**src/alarm_lamp_pkg.sv**
```systemverilog
// constants and types for the shelf alarm indicator logic
// How it works
// - severe lamp lit while any critical local alarm is present.
// - second tier lamp lit while any major local alarm is present.
// - third tier lamp lit while any minor local alarm is present.
// - far node lamp lit while any remote terminal reports an alarm.
// - timing locked lamp lit only while timing follows an external reference.
// - silence button press enters cutoff and lights the silence lamp.
// - during cutoff the audible alarm contact is held open.
// - any new alarm ends cutoff and re-enables the audible contact.
// - when the originating alarm clears, silence lamp and audible control go idle.
// - feed lamp green while supply lies between low and high thresholds.
// - feed lamp amber between high and extreme high, or low and extreme low.
// - feed lamp red above extreme high or below extreme low.
// - feed B uses the same classification as feed A.
// - two colour variant shows only green or red on feed lamps.
// - two colour variant: green between extreme low and extreme high.
// - two colour variant: red above extreme high or below extreme low.
package alarm_lamp_pkg;

  // apb register byte offsets
  localparam logic [7:0] CTRL_OFS = 8'h00;
  localparam logic [7:0] STATUS_OFS = 8'h04;
  localparam logic [7:0] INT_STATUS_OFS = 8'h08;
  localparam logic [7:0] INT_MASK_OFS = 8'h0C;
  localparam logic [7:0] SNAPSHOT_OFS = 8'h10;

  // control register fields
  localparam int CTRL_TWO_COLOUR_BIT = 0;
  localparam int CTRL_SW_SILENCE_BIT = 1;
  localparam int CTRL_SPARE_BIT = 2;
  localparam logic [2:0] CTRL_RESET = 3'h0;

  // status register fields
  localparam int STAT_SEVERE_BIT = 0;
  localparam int STAT_SECOND_BIT = 1;
  localparam int STAT_THIRD_BIT = 2;
  localparam int STAT_FAR_BIT = 3;
  localparam int STAT_LOCK_BIT = 4;
  localparam int STAT_CUTOFF_BIT = 5;
  localparam int STAT_AUDIBLE_BIT = 6;
  localparam int STAT_FEED_A_LSB = 8;
  localparam int STAT_FEED_B_LSB = 10;

  // interrupt event bits
  localparam int EV_NEW_ALARM = 0;
  localparam int EV_CUTOFF_START = 1;
  localparam int EV_CUTOFF_BROKEN = 2;
  localparam int EV_CUTOFF_IDLE = 3;
  localparam int EV_FEED_CHANGE = 4;
  localparam int EV_W = 5;
  localparam logic [4:0] INT_MASK_RESET = 5'h00;

  // alarm vector positions: critical, major, minor, remote
  localparam int ALARM_W = 4;

  // silence button debounce
  localparam int CLK_PERIOD_PS = 5000;
  localparam int DEBOUNCE_US = 5000;
  localparam int DEBOUNCE_CYCLES = DEBOUNCE_US * (1000000 / CLK_PERIOD_PS);
  localparam int DEB_CNT_W = 20;

  typedef enum logic [1:0] {
    FEED_OFF = 2'b00,
    FEED_GREEN = 2'b01,
    FEED_AMBER = 2'b10,
    FEED_RED = 2'b11
  } feed_colour_t;

  typedef enum logic [1:0] {
    CUT_IDLE = 2'b00,
    CUT_ACTIVE = 2'b01
  } cutoff_state_t;

endpackage

```
**src/feed_lamp_classifier.sv**
```systemverilog
// colour classification of one supply feed lamp
`timescale 1ns/100ps
module feed_lamp_classifier
  import alarm_lamp_pkg::*;
(
  input wire logic mclk,
  input wire logic rst_n,
  input wire logic two_colour,
  input wire logic above_high,
  input wire logic above_xhigh,
  input wire logic below_low,
  input wire logic below_xlow,
  output feed_colour_t colour_r
);

  feed_colour_t colour_nxt;

  always_comb begin
    if (above_xhigh || below_xlow) begin
      colour_nxt = FEED_RED;
    end else if (two_colour) begin
      colour_nxt = FEED_GREEN;
    end else if (above_high || below_low) begin
      colour_nxt = FEED_AMBER;
    end else begin
      colour_nxt = FEED_GREEN;
    end
  end

  always_ff @(posedge mclk or negedge rst_n) begin
    if (!rst_n) begin
      colour_r <= FEED_OFF;
    end else begin
      colour_r <= colour_nxt;
    end
  end

endmodule

```
**src/shelf_alarm_indicator_logic.sv**
```systemverilog
// faceplate alarm, timing and supply lamp logic with apb registers
//
// Chosen here: register access over APB and the address map.
`timescale 1ns/100ps
module shelf_alarm_indicator_logic
  import alarm_lamp_pkg::*;
#(
  parameter int DEBOUNCE_LEN = DEBOUNCE_CYCLES
)(
  input wire logic mclk,
  input wire logic rst_n,
  // apb slave
  input wire logic psel,
  input wire logic penable,
  input wire logic pwrite,
  input wire logic [7:0] paddr,
  input wire logic [31:0] pwdata,
  output logic [31:0] prdata,
  output logic pready,
  output logic pslverr,
  // monitoring inputs
  input wire logic critical_present,
  input wire logic major_present,
  input wire logic minor_present,
  input wire logic remote_present,
  input wire logic timing_synced,
  input wire logic silence_button,
  input wire logic feed_a_above_high,
  input wire logic feed_a_above_xhigh,
  input wire logic feed_a_below_low,
  input wire logic feed_a_below_xlow,
  input wire logic feed_b_above_high,
  input wire logic feed_b_above_xhigh,
  input wire logic feed_b_below_low,
  input wire logic feed_b_below_xlow,
  // lamps and contact
  output logic severe_alarm_lamp,
  output logic second_tier_alarm_lamp,
  output logic third_tier_alarm_lamp,
  output logic far_node_alarm_lamp,
  output logic timing_locked_lamp,
  output logic silence_lamp,
  output logic audible_alarm_closed,
  output feed_colour_t feed_a_lamp,
  output feed_colour_t feed_b_lamp,
  output logic irq
);

  ////////////////////////////////////////////////////////////////////////////
  // declarations

  logic [2:0] ctrl_r;
  logic [EV_W-1:0] int_status_r;
  logic [EV_W-1:0] int_mask_r;
  logic [ALARM_W-1:0] snapshot_r;
  logic [ALARM_W-1:0] alarm_prev_r;
  logic [31:0] prdata_r;
  logic pready_r;
  logic pslverr_r;
  logic irq_r;
  logic sw_silence_r;
  logic btn_meta_r;
  logic btn_sync_r;
  logic btn_stable_r;
  logic btn_stable_prev_r;
  logic [DEB_CNT_W-1:0] deb_cnt_r;
  cutoff_state_t cut_state_r;
  cutoff_state_t cut_state_nxt;
  logic severe_r;
  logic second_r;
  logic third_r;
  logic far_r;
  logic lock_r;
  logic silence_lamp_r;
  logic audible_r;
  feed_colour_t feed_a_r;
  feed_colour_t feed_b_r;
  feed_colour_t feed_a_prev_r;
  feed_colour_t feed_b_prev_r;

  logic [ALARM_W-1:0] alarm_vec;
  logic any_alarm;
  logic new_alarm;
  logic origin_cleared;
  logic press;
  logic silence_req;
  logic apb_access;
  logic apb_commit;
  logic apb_write;
  logic addr_ok;
  logic [EV_W-1:0] events;
  logic [31:0] read_mux;
  logic two_colour;

  ////////////////////////////////////////////////////////////////////////////
  // alarm vector and edges

  assign alarm_vec = {remote_present, minor_present, major_present, critical_present};
  assign any_alarm = |alarm_vec;
  assign new_alarm = |(alarm_vec & ~alarm_prev_r);
  assign origin_cleared = ~|(alarm_vec & snapshot_r);
  assign two_colour = ctrl_r[CTRL_TWO_COLOUR_BIT];

  always_ff @(posedge mclk or negedge rst_n) begin
    if (!rst_n) begin
      alarm_prev_r <= '0;
    end else begin
      alarm_prev_r <= alarm_vec;
    end
  end

  ////////////////////////////////////////////////////////////////////////////
  // silence button synchroniser and debounce

  always_ff @(posedge mclk or negedge rst_n) begin
    if (!rst_n) begin
      btn_meta_r <= 1'b0;
      btn_sync_r <= 1'b0;
      btn_stable_prev_r <= 1'b0;
    end else begin
      btn_meta_r <= silence_button;
      btn_sync_r <= btn_meta_r;
      btn_stable_prev_r <= btn_stable_r;
    end
  end

  // level must hold for the full debounce length before it is accepted
  always_ff @(posedge mclk or negedge rst_n) begin
    if (!rst_n) begin
      deb_cnt_r <= '0;
      btn_stable_r <= 1'b0;
    end else if (btn_sync_r == btn_stable_r) begin
      deb_cnt_r <= '0;
    end else if (deb_cnt_r >= DEB_CNT_W'(DEBOUNCE_LEN - 1)) begin
      deb_cnt_r <= '0;
      btn_stable_r <= btn_sync_r;
    end else begin
      deb_cnt_r <= deb_cnt_r + 1'b1;
    end
  end

  // one pulse per debounced press
  assign press = btn_stable_r & ~btn_stable_prev_r;
  assign silence_req = press | sw_silence_r;

  ////////////////////////////////////////////////////////////////////////////
  // alarm cutoff state

  always_comb begin
    cut_state_nxt = cut_state_r;
    unique case (cut_state_r)
      CUT_IDLE: begin
        // a press with nothing sounding has nothing to silence
        if (silence_req && any_alarm && !new_alarm) begin
          cut_state_nxt = CUT_ACTIVE;
        end
      end
      CUT_ACTIVE: begin
        if (new_alarm) begin
          cut_state_nxt = CUT_IDLE;
        end else if (origin_cleared) begin
          cut_state_nxt = CUT_IDLE;
        end
      end
    endcase
  end

  always_ff @(posedge mclk or negedge rst_n) begin
    if (!rst_n) begin
      cut_state_r <= CUT_IDLE;
    end else begin
      cut_state_r <= cut_state_nxt;
    end
  end

  // alarms present when cutoff began
  always_ff @(posedge mclk or negedge rst_n) begin
    if (!rst_n) begin
      snapshot_r <= '0;
    end else if (cut_state_r == CUT_IDLE && cut_state_nxt == CUT_ACTIVE) begin
      snapshot_r <= alarm_vec;
    end else if (cut_state_nxt == CUT_IDLE) begin
      snapshot_r <= '0;
    end
  end

  ////////////////////////////////////////////////////////////////////////////
  // alarm lamps, silence lamp and audible contact

  always_ff @(posedge mclk or negedge rst_n) begin
    if (!rst_n) begin
      severe_r <= 1'b0;
      second_r <= 1'b0;
      third_r <= 1'b0;
      far_r <= 1'b0;
      lock_r <= 1'b0;
    end else begin
      severe_r <= critical_present;
      second_r <= major_present;
      third_r <= minor_present;
      far_r <= remote_present;
      lock_r <= timing_synced;
    end
  end

  always_ff @(posedge mclk or negedge rst_n) begin
    if (!rst_n) begin
      silence_lamp_r <= 1'b0;
      audible_r <= 1'b0;
    end else begin
      silence_lamp_r <= (cut_state_nxt == CUT_ACTIVE);
      audible_r <= any_alarm & (cut_state_nxt == CUT_IDLE);
    end
  end

  ////////////////////////////////////////////////////////////////////////////
  // supply feed lamps

  feed_lamp_classifier u_feed_a (
    .mclk(mclk),
    .rst_n(rst_n),
    .two_colour(two_colour),
    .above_high(feed_a_above_high),
    .above_xhigh(feed_a_above_xhigh),
    .below_low(feed_a_below_low),
    .below_xlow(feed_a_below_xlow),
    .colour_r(feed_a_r)
  );

  feed_lamp_classifier u_feed_b (
    .mclk(mclk),
    .rst_n(rst_n),
    .two_colour(two_colour),
    .above_high(feed_b_above_high),
    .above_xhigh(feed_b_above_xhigh),
    .below_low(feed_b_below_low),
    .below_xlow(feed_b_below_xlow),
    .colour_r(feed_b_r)
  );

  always_ff @(posedge mclk or negedge rst_n) begin
    if (!rst_n) begin
      feed_a_prev_r <= FEED_OFF;
      feed_b_prev_r <= FEED_OFF;
    end else begin
      feed_a_prev_r <= feed_a_r;
      feed_b_prev_r <= feed_b_r;
    end
  end

  ////////////////////////////////////////////////////////////////////////////
  // apb slave: one wait state, answer in second access cycle

  assign apb_access = psel & penable & ~pready_r;
  assign apb_commit = psel & penable & pready_r;
  assign apb_write = apb_commit & pwrite;
  assign addr_ok = (paddr == CTRL_OFS) || (paddr == STATUS_OFS) ||
                   (paddr == INT_STATUS_OFS) || (paddr == INT_MASK_OFS) ||
                   (paddr == SNAPSHOT_OFS);

  always_comb begin
    read_mux = 32'h0000_0000;
    unique case (paddr)
      CTRL_OFS: read_mux[2:0] = ctrl_r;
      STATUS_OFS: begin
        read_mux[STAT_SEVERE_BIT] = severe_r;
        read_mux[STAT_SECOND_BIT] = second_r;
        read_mux[STAT_THIRD_BIT] = third_r;
        read_mux[STAT_FAR_BIT] = far_r;
        read_mux[STAT_LOCK_BIT] = lock_r;
        read_mux[STAT_CUTOFF_BIT] = (cut_state_r == CUT_ACTIVE);
        read_mux[STAT_AUDIBLE_BIT] = audible_r;
        read_mux[STAT_FEED_A_LSB +: 2] = feed_a_r;
        read_mux[STAT_FEED_B_LSB +: 2] = feed_b_r;
      end
      INT_STATUS_OFS: read_mux[EV_W-1:0] = int_status_r;
      INT_MASK_OFS: read_mux[EV_W-1:0] = int_mask_r;
      SNAPSHOT_OFS: read_mux[ALARM_W-1:0] = snapshot_r;
      default: read_mux = 32'h0000_0000;
    endcase
  end

  always_ff @(posedge mclk or negedge rst_n) begin
    if (!rst_n) begin
      pready_r <= 1'b0;
      pslverr_r <= 1'b0;
      prdata_r <= 32'h0000_0000;
    end else if (apb_access) begin
      pready_r <= 1'b1;
      pslverr_r <= ~addr_ok;
      prdata_r <= pwrite ? 32'h0000_0000 : read_mux;
    end else begin
      pready_r <= 1'b0;
      pslverr_r <= 1'b0;
      prdata_r <= 32'h0000_0000;
    end
  end

  // control: variant select, spare storage bit; silence bit is a write pulse
  always_ff @(posedge mclk or negedge rst_n) begin
    if (!rst_n) begin
      ctrl_r <= CTRL_RESET;
      sw_silence_r <= 1'b0;
    end else if (apb_write && paddr == CTRL_OFS) begin
      ctrl_r[CTRL_TWO_COLOUR_BIT] <= pwdata[CTRL_TWO_COLOUR_BIT];
      ctrl_r[CTRL_SPARE_BIT] <= pwdata[CTRL_SPARE_BIT];
      ctrl_r[CTRL_SW_SILENCE_BIT] <= 1'b0;
      sw_silence_r <= pwdata[CTRL_SW_SILENCE_BIT];
    end else begin
      sw_silence_r <= 1'b0;
    end
  end

  always_ff @(posedge mclk or negedge rst_n) begin
    if (!rst_n) begin
      int_mask_r <= INT_MASK_RESET;
    end else if (apb_write && paddr == INT_MASK_OFS) begin
      int_mask_r <= pwdata[EV_W-1:0];
    end
  end

  ////////////////////////////////////////////////////////////////////////////
  // interrupt status, write one to clear, set wins

  always_comb begin
    events = '0;
    events[EV_NEW_ALARM] = new_alarm;
    events[EV_CUTOFF_START] = (cut_state_r == CUT_IDLE) && (cut_state_nxt == CUT_ACTIVE);
    events[EV_CUTOFF_BROKEN] = (cut_state_r == CUT_ACTIVE) && new_alarm;
    events[EV_CUTOFF_IDLE] = (cut_state_r == CUT_ACTIVE) && !new_alarm && origin_cleared;
    events[EV_FEED_CHANGE] = (feed_a_r != feed_a_prev_r) || (feed_b_r != feed_b_prev_r);
  end

  always_ff @(posedge mclk or negedge rst_n) begin
    if (!rst_n) begin
      int_status_r <= '0;
    end else if (apb_write && paddr == INT_STATUS_OFS) begin
      int_status_r <= (int_status_r & ~pwdata[EV_W-1:0]) | events;
    end else begin
      int_status_r <= int_status_r | events;
    end
  end

  always_ff @(posedge mclk or negedge rst_n) begin
    if (!rst_n) begin
      irq_r <= 1'b0;
    end else begin
      irq_r <= |(int_status_r & int_mask_r);
    end
  end

  ////////////////////////////////////////////////////////////////////////////
  // outputs

  assign prdata = prdata_r;
  assign pready = pready_r;
  assign pslverr = pslverr_r;
  assign severe_alarm_lamp = severe_r;
  assign second_tier_alarm_lamp = second_r;
  assign third_tier_alarm_lamp = third_r;
  assign far_node_alarm_lamp = far_r;
  assign timing_locked_lamp = lock_r;
  assign silence_lamp = silence_lamp_r;
  assign audible_alarm_closed = audible_r;
  assign feed_a_lamp = feed_a_r;
  assign feed_b_lamp = feed_b_r;
  assign irq = irq_r;

endmodule
```
**config.mk**
```make
export PLATFORM = sky130hd
export DESIGN_NAME = shelf_alarm_indicator_logic
export DESIGN_NICKNAME = d
export VERILOG_FILES = /design/src/alarm_lamp_pkg.sv /design/src/feed_lamp_classifier.sv /design/src/shelf_alarm_indicator_logic.sv
export SDC_FILE = /design/constraint.sdc
export NUM_CORES = 1
export LEC_CHECK = 0
export ABC_AREA = 1
export BUFFER_PORTS_ARGS = -buffer_cell sky130_fd_sc_hd__buf_2
export CAP_MARGIN = 20
export CORE_AREA = 8 8 90 92
export CTS_CLUSTER_DIAMETER = 60
export DETAILED_ROUTE_END_ITERATION = 12
export DIE_AREA = 0 0 98 100
export PLACE_DENSITY = 0.91
export SYNTH_ARGS = -nofsm -noshare
export SYNTH_HDL_FRONTEND = slang
export SYNTH_SLANG_ARGS = --single-unit
```
**constraint.sdc**
```tcl
create_clock -name mclk -period 2.42 [get_ports mclk]
set_clock_uncertainty 0.1 [all_clocks]
set_input_delay 0.363 -clock mclk [delete_from_list [all_inputs] [get_ports mclk]]
set_output_delay 0.363 -clock mclk [all_outputs]
set_load 0.01 [all_outputs]
```
==> load_flow_metrics.sql, run 1 <==
INSERT INTO impl_metrics (metric_group, metric, value, unit) VALUES
('place', 'numPortBuffers', '56', ''),
('global_routing', 'grt.total_usage', '0.166', ''),
('layout', 'multi_input_comb_area', '1490', 'µm²'),
('clock_tree', 'cts-buffers-inserted', '9', ''),
('layout', 'nNetsFinal', '539', ''),
('yosys', 'synth_ff_type', 'dfrtp_1', ''),
('power_and_ir_drop', 'power.ir.vdd_worst', '0.000364', 'V'),
('critical_path', 'cp-end-kind', 'flip-flop', ''),
('critical_path', 'worst_ep_arrival_time', '1.88', 'ns'),
('clock_tree', 'clock_pin_slew_on_the_worst_setup_and_hold_paths', '0.07', 'ns'),
('route', 'routed_wirelength', '7850', 'µm'),
('critical_path', 'path_max_fanout', '19', ''),
('yosys', 'synth-seq-area-share', '0.505', ''),
('route', 'drc', '0', ''),
('floorplanning', 'number_of_ports_placed_on_the_die_boundary', '105', ''),
('yosys', 'post_synth_num_cell_types', '31', ''),
('run_status', 'status', 'finished clean', ''),
('power_and_ir_drop', 'power_per_cell_area', '542', 'nW/µm²'),
('critical_path', 'setup.worst_path.start_class', 'flip-flop', ''),
('hold_path', 'min-delay-path-class', 'input port to flip-flop', ''),
('timing', 'unrepaired_setup_endpoints_after_global_routing', 'no', ''),
('layout', 'layout-drive-gt1-share', '0.216', ''),
('yosys', 'netlist_area', '3570', 'µm²'),
('power_and_ir_drop', 'p_comb_frac', '0.071', ''),
('clock_tree', 'post_cts_resized', '0', ''),
('yosys', 'ys_ff_latch', '72', ''),
('route', 'dr.first_iter.drc_count', '160', ''),
('timing', 'worst_slack', '0.689', 'ns'),
('critical_path', 'critical_path_class', 'flip-flop to flip-flop', ''),
('global_routing', 'globalRouteOverflowTotal', '0', ''),
('layout', 'number_of_standard_cells_in_the_layout_taps_in_and_fillers_out', '562', ''),
('global_routing', 'grt_first_pass_wirelength', '13100', 'µm'),
('yosys', 'synthCells', '414', ''),
('place', 'gp_congestion', '0.885', ''),
('timing', 'setup_failing_eps_final', '0', ''),
('global_routing', 'number_of_global_route_vias_before_repair', '2856', ''),
('timing', 'finalCritPeriodShare', '0.715', ''),
('critical_path', 'cell_by_cell_trace_of_the_critical_path', 'ha_1, nand2_1, nor2_4, nand3_1, nand4_4, a21oi_1', ''),
('critical_path', 'crit_slowest_cell', 'dfrtp_1', ''),
('power_and_ir_drop', 'power.share.switching', '0.238', ''),
('layout', 'layout.filler_cells', '566', ''),
('critical_path', 'worst-path-buf-inv', '0', ''),
('place', 'dpl.cell_count', '547', ''),
('place', 'dp_hpwl', '6120', 'µm'),
('layout', 'syn_to_final_growth', '12.5', '%'),
('route', 'detail_route.first_pass.iterations', '4', ''),
('clock_tree', 'insertion_delay', '0.34', 'ns'),
('floorplanning', 'area_of_the_die', '9800', 'µm²'),
('global_routing', 'number_of_antenna_violations_at_the_first_check_in_global_routing', '0', ''),
('global_routing', 'use_met3', '0.0561', ''),
('yosys', 'synth_async_sr_flop_share', '1.00', ''),
('global_routing', 'globalRoute.busiestLayer', 'met2', ''),
('global_routing', 'grtUsageMet2', '0.297', ''),
('floorplanning', 'fp.coreArea', '6640', 'µm²'),
('power_and_ir_drop', 'sequential_cell_fraction_of_total_power', '0.568', ''),
('timing', 'report.final.hold_viol_count', '0', ''),
('critical_path', 'stage_delay_of_the_slowest_cell_on_the_critical_path', '0.41', 'ns'),
('clock_tree', 'cts_htree_levels', '3', ''),
('timing', 'fin_crit', '1.73', 'ns'),
('layout', 'register_area', '1800', 'µm²'),
('floorplanning', 'site_row_count', '30', ''),
('clock_tree', 'root_buffer', 'clkbuf_8', ''),
('floorplanning', 'starting_density_of_the_core', '0.537', ''),
('timing', 'fin_tns_setup', '0', 'ns'),
('floorplanning', 'chipHeight', '100', 'µm'),
('floorplanning', 'chipWidth', '98', 'µm'),
('power_and_ir_drop', 'cellInternalPower', '1660', 'µW'),
('clock_tree', 'clock_sinks', '72', ''),
('yosys', 'synth_edf_count', '0', ''),
('layout', 'antenna_cells', '0', ''),
('critical_path', 'critPathRequiredTime', '2.57', 'ns');
==> placed cells by master, fill, tap and decap left out, drive strengths merged <==
master,count
nor3,9
xnor2,7
ha,1
a21oi,3
inv,44
clkinv,1
nand4,6
nor2,65
o21ai,19
dlygate4sd3,1
clkbuf,13
conb,21
nand2,103
o21bai,1
a221oi,1
and2,1
buf,57
xor2,13
dfrtp,72
nand3b,3
nand3,41
==> path summary, 6_finish.rpt <==
check	start	end	slack [ns]	cells past startpoint
max in group asynchronous	rst_n	deb_cnt_r[13]	1.45	3
max	deb_cnt_r[0]	deb_cnt_r[8]	0.69	6
max reg2reg	deb_cnt_r[0]	deb_cnt_r[8]	0.69	6
min in group asynchronous	rst_n	deb_cnt_r[5]	0.49	3
min	timing_synced	timing_locked_lamp	0.03	1
min reg2reg	btn_meta_r	btn_sync_r	0.26	0
==> Yosys cell counts, types with 4 or more instances <==
library cell,count,area [µm²]
o21ai_0,5,25.0
dfrtp_1,72,1800
o21ai_1,13,65.1
nor3_1,4,20.0
xor2_1,13,114
inv_2,4,15.0
nand3_1,39,195
nor2_2,19,119
nand2_1,101,379
nor2_1,44,165
xnor2_1,7,61.3
nand4_1,5,31.3
buf_4,22,165
inv_1,40,150
==> sequential cells by signal (all words and copies together), names as in the netlist, 4 cells and up <==
name / flops
int_mask_r: 5
prdata: 11
alarm_prev_r: 4
snapshot_r: 4
int_status_r: 5
deb_cnt_r: 20
==> worst reg2reg max path: cells and delay by family (launching register included) <==
kind | cells | cell delay, ns
simple gates | 4 | 0.67
flops | 1 | 0.41
compound gates | 1 | 0.23
fa+ha+maj | 1 | 0.24
==> metrics by stage <==
stage                     total power, µW  cell area [µm²]  hold WS (ns)
after global placement               1410             3850         0.235
final                                2180             4020        0.0280
after floorplan                      1360             3650       -0.0326
after detailed placement             1420             3850         0.242
after global routing                 2270             4020       0.00680
after CTS                            2200             4020        0.0111
==> kinds of logic after synthesis <==
| group | Yosys count | share of synthesized area |
|---|---|---|
| DFF | 72 | 0.505 |
| AOI/OAI and AO/OA | 24 | 0.0364 |
| xor gates and xnor gates | 20 | 0.0491 |
| other | 1 | 0.00105 |
| and+or+nand+nor | 228 | 0.306 |
| buffers and inverters | 68 | 0.0999 |
| adders and majority gates | 1 | 0.00350 |
==> power groups by stage <==
| stage | Clock, µW | Sequential [µW] | Combinational [µW] |
|---|---|---|---|
| global route | 851 | 1240 | 176 |
| detailed placement | 0 | 1260 | 155 |
| floorplan | 0 | 1260 | 99.0 |
| finish | 786 | 1240 | 155 |
| CTS | 805 | 1240 | 157 |
| global placement | 0 | 1260 | 149 |
==> final cells by class <==
class                           count  share of cell area
Clock buffer                       13              0.0370
Clock inverter                      1             0.00125
Inverter                           44              0.0411
Multi-Input combinational cell    294               0.370
Sequential cell                    72               0.448
Tap cell                           80              0.0249
Timing Repair Buffer               58              0.0772
==> layer usage <==
metal	part of all wire	vias to the layer above
met5	0	-
met4	0.014	0
met3	0.057	14
met2	0.53	89
met1	0.40	1321
li1	-	1386
==> what timing repair did <==
item | in CTS | in global routing
setup buffers | 0 | 0
endpoints found under the hold margin | 72 | 0
hold buffers | 1 | 0
No activity file was read; power rests on OpenSTA's default activity.
==> inputs of run 2 (changes only) <==
Settings changed: CORE_AREA 8 8 90 92 to 8 8 92 94, DIE_AREA 0 0 98 100 to 0 0 100 102, PLACE_DENSITY 0.91 to 0.87.
Clock period 2.42 ns to 1.6 ns, I/O delays scaled along.
==> load_flow_metrics.sql, run 2 (synthesis gave the netlist of run 1 again) <==
INSERT INTO impl_metrics (metric_group, metric, value, unit) VALUES
('run_status', 'status', 'finished clean', ''),
('route', 'routed_via_density', '4.91', ''),
('route', 'routed_wirelength', '8800', 'µm'),
('critical_path', 'stage_delay_of_the_slowest_cell_on_the_critical_path', '0.36', 'ns'),
('critical_path', 'cp-end-kind', 'flip-flop', ''),
('power_and_ir_drop', 'sequential_cell_fraction_of_total_power', '0.499', ''),
('clock_tree', 'root_buffer', 'clkbuf_8', ''),
('place', 'dpl.cell_count', '586', ''),
('floorplanning', 'fp.coreArea', '7060', 'µm²'),
('layout', 'number_of_standard_cells_in_the_layout_taps_in_and_fillers_out', '626', ''),
('route', 'detail_route.first_pass.iterations', '5', ''),
('power_and_ir_drop', 'total_power_after_layout', '3750', 'µW'),
('power_and_ir_drop', 'power.static_leakage', '0.00224', 'µW'),
('clock_tree', 'cts_htree_levels', '3', ''),
('critical_path', 'worst-path-buf-inv', '0', ''),
('floorplanning', 'area_of_the_die', '10200', 'µm²'),
('route', 'dr.first_iter.drc_count', '215', ''),
('layout', 'most-common-layout-cells', '95 x nand2_1, 72 x dfrtp_1, 56 x buf_2', ''),
('floorplanning', 'site_row_count', '31', ''),
('layout', 'nNetsFinal', '582', ''),
('global_routing', 'globalRouteOverflowTotal', '0', ''),
('layout', 'antenna_cells', '0', ''),
('power_and_ir_drop', 'power.share.clock', '0.421', ''),
('clock_tree', 'clock_pin_slew_on_the_worst_setup_and_hold_paths', '0.08', 'ns'),
('floorplanning', 'starting_density_of_the_core', '0.506', ''),
('critical_path', 'path_max_fanout', '5', ''),
('place', 'dp_hpwl', '6220', 'µm'),
('critical_path', 'crit_slowest_cell', 'dfrtp_1', ''),
('route', 'drc', '0', ''),
('power_and_ir_drop', 'power.share.switching', '0.239', ''),
('route', 'ant_nets', '0', ''),
('place', 'numPortBuffers', '56', ''),
('power_and_ir_drop', 'p_comb_frac', '0.080', ''),
('timing', 'unrepaired_setup_endpoints_after_global_routing', 'yes', ''),
('layout', 'final_util', '0.642', ''),
('timing', 'timing.final.max_slew_violations', '0', ''),
('timing', 'fin_tns_setup', '0', 'ns'),
('layout', 'syn_to_final_growth', '26.8', '%'),
('power_and_ir_drop', 'net_switching_power_figure', '895', 'µW'),
('floorplanning', 'chipHeight', '102', 'µm'),
('clock_tree', 'clock_path_buffers', '2', ''),
('global_routing', 'grt.total_usage', '0.176', ''),
('layout', 'most_frequent_standard_cell_in_the_layout_excluding_fill_and_tap_cells', 'nand2_1', ''),
('timing', 'finalCritPeriodShare', '0.994', ''),
('layout', 'layout-drive-gt1-share', '0.290', ''),
('critical_path', 'worst_ep_arrival_time', '1.73', 'ns'),
('floorplanning', 'chipWidth', '100', 'µm'),
('global_routing', 'number_of_antenna_violations_at_the_first_check_in_global_routing', '0', ''),
('clock_tree', 'cts-buffers-inserted', '9', ''),
('power_and_ir_drop', 'power_per_cell_area', '827', 'nW/µm²'),
('timing', 'report.final.hold_viol_count', '0', ''),
('route', 'route.detailed.wl_per_inst', '14.1', 'µm'),
('critical_path', 'setup.worst_path.start_class', 'flip-flop', ''),
('critical_path', 'critical_path_class', 'flip-flop to flip-flop', ''),
('critical_path', 'cell_by_cell_trace_of_the_critical_path', 'ha_2, nand2_2, nor2_4, nand2_2, nor2_4, nand4_1, xor2_1, nor2_1', ''),
('global_routing', 'grt_first_pass_wirelength', '14200', 'µm'),
('place', 'gp_congestion', '0.876', ''),
('timing', 'holdWs', '0.0153', 'ns'),
('timing', 'fin_crit', '1.59', 'ns'),
('clock_tree', 'cts_tree', 'done', ''),
('clock_tree', 'clock_sinks', '72', ''),
('timing', 'setup_failing_eps_final', '0', ''),
('global_routing', 'number_of_global_route_vias_before_repair', '3110', ''),
('power_and_ir_drop', 'power.ir.vdd_worst', '0.000492', 'V'),
('route', 'num_vias', '3076', ''),
('floorplanning', 'number_of_ports_placed_on_the_die_boundary', '105', ''),
('critical_path', 'critPathRequiredTime', '1.74', 'ns'),
('global_routing', 'largest_net_degree_at_the_start_of_global_routing', '73', ''),
('power_and_ir_drop', 'cellInternalPower', '2850', 'µW'),
('hold_path', 'min-delay-path-class', 'input port to flip-flop', ''),
('layout', 'largest_register_ffs', '20', ''),
('timing', 'timing.fmax', '0.629', 'GHz'),
('run', 'maxCapViolCount', '0', ''),
('clock_tree', 'insertion_delay', '0.34', 'ns'),
('layout', 'largest_register', 'deb_cnt_r', ''),
('critical_path', 'cpLargestDelayFamily', 'simple AND/OR/NAND/NOR gates', '');
==> run 2: cell count changes in the layout (fill, tap and decap cells not counted), moves of 2 or more <==
cell / change
nand3_2: +2
dlygate4sd3_1: +10
clkbuf_1: -2
nand2_2: +6
clkinvlp_4: +2
buf_12: +2
nand3_1: -2
bufinv_16: +2
nand2_1: -6
buf_4: +31
==> run 2: path summary, 6_finish.rpt <==
kind                                    start              endpoint  slack [ns]  cells past startpoint
hold / removal             feed_b_above_xhigh  u_feed_b.colour_r[1]        0.02                      3
max in group asynchronous               rst_n             prdata[3]        0.73                      3
setup reg to reg                 deb_cnt_r[0]         deb_cnt_r[14]       0.009                      8
min in group asynchronous               rst_n          deb_cnt_r[9]        0.35                      3
setup / recovery                 deb_cnt_r[0]         deb_cnt_r[14]       0.009                      8
hold reg to reg                    btn_meta_r            btn_sync_r        0.26                      0
==> run 2: power by group through the flow <==
stage / logic, µW / clock network (µW) / registers [µW]
6_report: 299 / 1580 / 1870
5_1_grt: 336 / 1680 / 1870
4_1_cts: 287 / 1600 / 1870
3_5_place_dp: 254 / 0 / 1910
3_3_place_gp: 246 / 0 / 1900
2_1_floorplan: 150 / 0 / 1910
==> run 2: repair_timing <==
action / in CTS / in global routing
resized for setup: 4 / 10
setup endpoints to repair: 15 / 28
hold buffers: 11 / 0
endpoints found under the hold margin: 80 / 0
pin swaps: 4 / 7
buffers inserted: 3 / 10
==> run 2: stage by stage <==
step	area, µm²	worst slack (ns)
6_report	4530	0.00946
5_1_grt	4530	-0.0516
4_1_cts	4420	-0.00219
3_5_place_dp	4050	-0.0489
3_3_place_gp	4050	0.0580
2_1_floorplan	3650	0.111
==> run 2: per-layer routing <==
layer  wire, µm  vias to the layer above  GRT usage
li1           -                     1473          -
met1       3410                     1467      0.200
met2       4740                      112      0.303
met3        423                       24     0.0477
met4        221                        0     0.0767
met5          0                        -          0
==> run 2: cell type report <==
class / count / area, µm²
sequential: 72 / 1800
inverter: 44 / 165
multi-input combinational: 294 / 1540
tap: 99 / 124
clock inverter: 6 / 92.6
fill: 559 / 2530
timing repair buffer: 101 / 683
clock buffer: 10 / 128
==> run 2: worst reg2reg max path: cells and delay by family (launching register included) <==
family,cells,cell delay (ns)
adder cells (fa/ha/maj),1,0.20
XOR/XNOR,1,0.18
AND/OR/NAND/NOR,6,0.64
flip-flops,1,0.36
==> inputs of run 3 (changes only) <==
Settings changed: CORE_AREA 8 8 92 94 to 2 2 86 88, DIE_AREA 0 0 100 102 to 0 0 88 90, MAX_ROUTING_LAYER set to met4.
==> load_flow_metrics.sql, run 3 (synthesis gave the netlist of run 1 again) <==
INSERT INTO impl_metrics (metric_group, metric, value, unit) VALUES
('route', 'ant_nets', '0', ''),
('timing', 'setup_failing_eps_final', '0', ''),
('clock_tree', 'insertion_delay', '0.34', 'ns'),
('timing', 'report.final.hold_viol_count', '0', ''),
('timing', 'finalCritPeriodShare', '0.983', ''),
('layout', 'syn_to_final_growth', '25.8', '%'),
('critical_path', 'cell_by_cell_trace_of_the_critical_path', 'ha_2, nand2_2, nor2_4, nand2_2, nor2_4, nand4_1, xor2_1, nor2_1', ''),
('floorplanning', 'fp.coreArea', '7020', 'µm²'),
('critical_path', 'rr_startpoint', 'deb_cnt_r[0]', ''),
('critical_path', 'setup.worst_path.start_class', 'flip-flop', ''),
('global_routing', 'globalRouteOverflowTotal', '0', ''),
('layout', 'most_frequent_standard_cell_in_the_layout_excluding_fill_and_tap_cells', 'nand2_1', ''),
('critical_path', 'path_max_fanout', '5', ''),
('power_and_ir_drop', 'power_per_cell_area', '838', 'nW/µm²'),
('layout', 'final_util', '0.640', ''),
('power_and_ir_drop', 'power.static_leakage', '0.00223', 'µW'),
('floorplanning', 'chipHeight', '90', 'µm'),
('run_status', 'status', 'finished clean', ''),
('critical_path', 'stage_delay_of_the_slowest_cell_on_the_critical_path', '0.38', 'ns'),
('floorplanning', 'starting_density_of_the_core', '0.509', ''),
('timing', 'fin_crit', '1.57', 'ns'),
('clock_tree', 'cts_htree_levels', '3', ''),
('clock_tree', 'cts_tree', 'done', ''),
('layout', 'fin_area', '4490', 'µm²'),
('critical_path', 'cp-end-kind', 'flip-flop', ''),
('route', 'num_vias', '2966', ''),
('route', 'drc', '0', ''),
('clock_tree', 'root_buffer', 'clkbuf_8', ''),
('layout', 'largest_register_ffs', '20', ''),
('critical_path', 'critical_path_class', 'flip-flop to flip-flop', ''),
('clock_tree', 'clock_path_buffers', '2', ''),
('route', 'detail_route.first_pass.iterations', '4', ''),
('place', 'dp_hpwl', '5690', 'µm'),
('timing', 'unrepaired_setup_endpoints_after_global_routing', 'yes', ''),
('global_routing', 'grt_first_pass_wirelength', '13000', 'µm'),
('hold_path', 'min-delay-path-class', 'input port to flip-flop', ''),
('global_routing', 'number_of_global_route_vias_before_repair', '2888', ''),
('critical_path', 'worst-path-buf-inv', '0', ''),
('place', 'gp_congestion', '0.934', ''),
('layout', 'antenna_cells', '0', ''),
('critical_path', 'worst_ep_arrival_time', '1.71', 'ns'),
('clock_tree', 'cts-buffers-inserted', '9', ''),
('critical_path', 'setup.reg_to_reg.worst_slack', '0.03', 'ns'),
('critical_path', 'crit_cells', '8', ''),
('floorplanning', 'number_of_ports_placed_on_the_die_boundary', '105', ''),
('critical_path', 'crit_end', 'deb_cnt_r[14]', ''),
('timing', 'worst_slack', '0.0264', 'ns'),
('route', 'routed_wirelength', '7820', 'µm'),
('critical_path', 'crit_slowest_cell', 'dfrtp_1', ''),
('timing', 'timing.final.max_slew_violations', '0', ''),
('timing', 'timing.fmax', '0.635', 'GHz'),
('global_routing', 'largest_net_degree_at_the_start_of_global_routing', '73', ''),
('layout', 'layout.filler_cells', '554', ''),
('layout', 'nNetsFinal', '571', ''),
('place', 'detailed_place.area', '4000', 'µm²'),
('floorplanning', 'site_row_count', '31', ''),
('critical_path', 'worst_r2r_endpoint', 'deb_cnt_r[14]', ''),
('clock_tree', 'clock_pin_slew_on_the_worst_setup_and_hold_paths', '0.08', 'ns'),
('route', 'route.detailed.wl_per_inst', '12.7', 'µm'),
('floorplanning', 'area_of_the_die', '7920', 'µm²'),
('critical_path', 'worst_setup_path_startpoint', 'deb_cnt_r[0]', ''),
('global_routing', 'grt.total_usage', '0.215', ''),
('layout', 'layout-drive-gt1-share', '0.287', ''),
('critical_path', 'cpLargestDelayFamily', 'simple AND/OR/NAND/NOR gates', ''),
('power_and_ir_drop', 'power.ir.vdd_worst', '0.000568', 'V'),
('global_routing', 'number_of_antenna_violations_at_the_first_check_in_global_routing', '0', ''),
('floorplanning', 'chipWidth', '88', 'µm'),
('critical_path', 'path_depth_of_the_worst_reg2reg_path', '8', ''),
('layout', 'most-common-layout-cells', '95 x nand2_1, 70 x dfrtp_1, 56 x buf_2', ''),
('critical_path', 'critPathRequiredTime', '1.74', 'ns'),
('route', 'dr.first_iter.drc_count', '183', ''),
('place', 'numPortBuffers', '56', ''),
('timing', 'holdWs', '0.0152', 'ns'),
('clock_tree', 'clock_sinks', '72', ''),
('run', 'maxCapViolCount', '0', ''),
('layout', 'largest_register', 'deb_cnt_r', ''),
('place', 'dp_worst_setup_slack', '-0.0802', 'ns'),
('route', 'routed_via_density', '4.82', '');
## run 3: metrics by stage
step / total power, µW / cells / setup TNS, ns
final: 3760 / 615 / 0
after global routing: 3940 / 615 / -0.714
after CTS: 3790 / 611 / 0
after detailed placement: 2150 / 581 / -0.556
after global placement: 2140 / 581 / -0.0324
after floorplan: 2060 / 434 / 0
## run 3: cell type report
cell class,instances,area (µm²),area share
flip-flops and latches,72,1800,0.402
multi-input cells,294,1560,0.348
repair buffers,90,606,0.135
inverters,44,165,0.0368
clock buffers,11,151,0.0337
well taps,99,124,0.0276
clock inverters,5,78.8,0.0176
## run 3: how the worst min path moves through the flow
| stage | from | end | slack [ns] | depth (start not counted) |
|---|---|---|---|---|
| detailed placement | rst_n | deb_cnt_r[2] | 0.20 | 2 |
| finish | feed_b_above_xhigh | u_feed_b.colour_r[1] | 0.02 | 3 |
| floorplan | rst_n | alarm_prev_r[0] | -0.16 | 0 |
| global route | feed_b_above_xhigh | u_feed_b.colour_r[1] | 0.01 | 3 |
| global placement | rst_n | prdata[4] | 0.19 | 2 |
| CTS | feed_b_above_xhigh | u_feed_b.colour_r[1] | 0.001 | 3 |
## run 3: worst register-to-register path: stages, from the launching register on
cell and delay, ns:
dfrtp_1 0.38, ha_2 0.22, nand2_2 0.08, nor2_4 0.14
nand2_2 0.09, nor2_4 0.14, nand4_1 0.12, xor2_1 0.16
nor2_1 0.05
## run 3: per-layer routing
layer	wire, µm	vias to the layer above	global-route usage
met3	365	20	0.0542
met5	0	-	-
met4	202	0	0.0821
met1	3220	1408	0.262
li1	-	1453	-
met2	4030	85	0.343
## run 3: where the power goes
| group | switching, µW | internal (µW) | leakage [µW] |
|---|---|---|---|
| sequential | 25.5 | 1850 | 0.000931 |
| clock | 648 | 960 | 0.000119 |
| combinational | 170 | 111 | 0.00118 |
| total | 844 | 2920 | 0.00223 |
## run 3: what timing repair did
action | 4_1_cts | 5_1_grt
hold buffers | 10 | 0
resized for setup | 2 | 21
setup buffers | 4 | 4
pin swaps | 3 | 8
hold endpoints to repair | 81 | 0
gates cloned | 0 | 0
setup endpoints to repair | 20 | 26
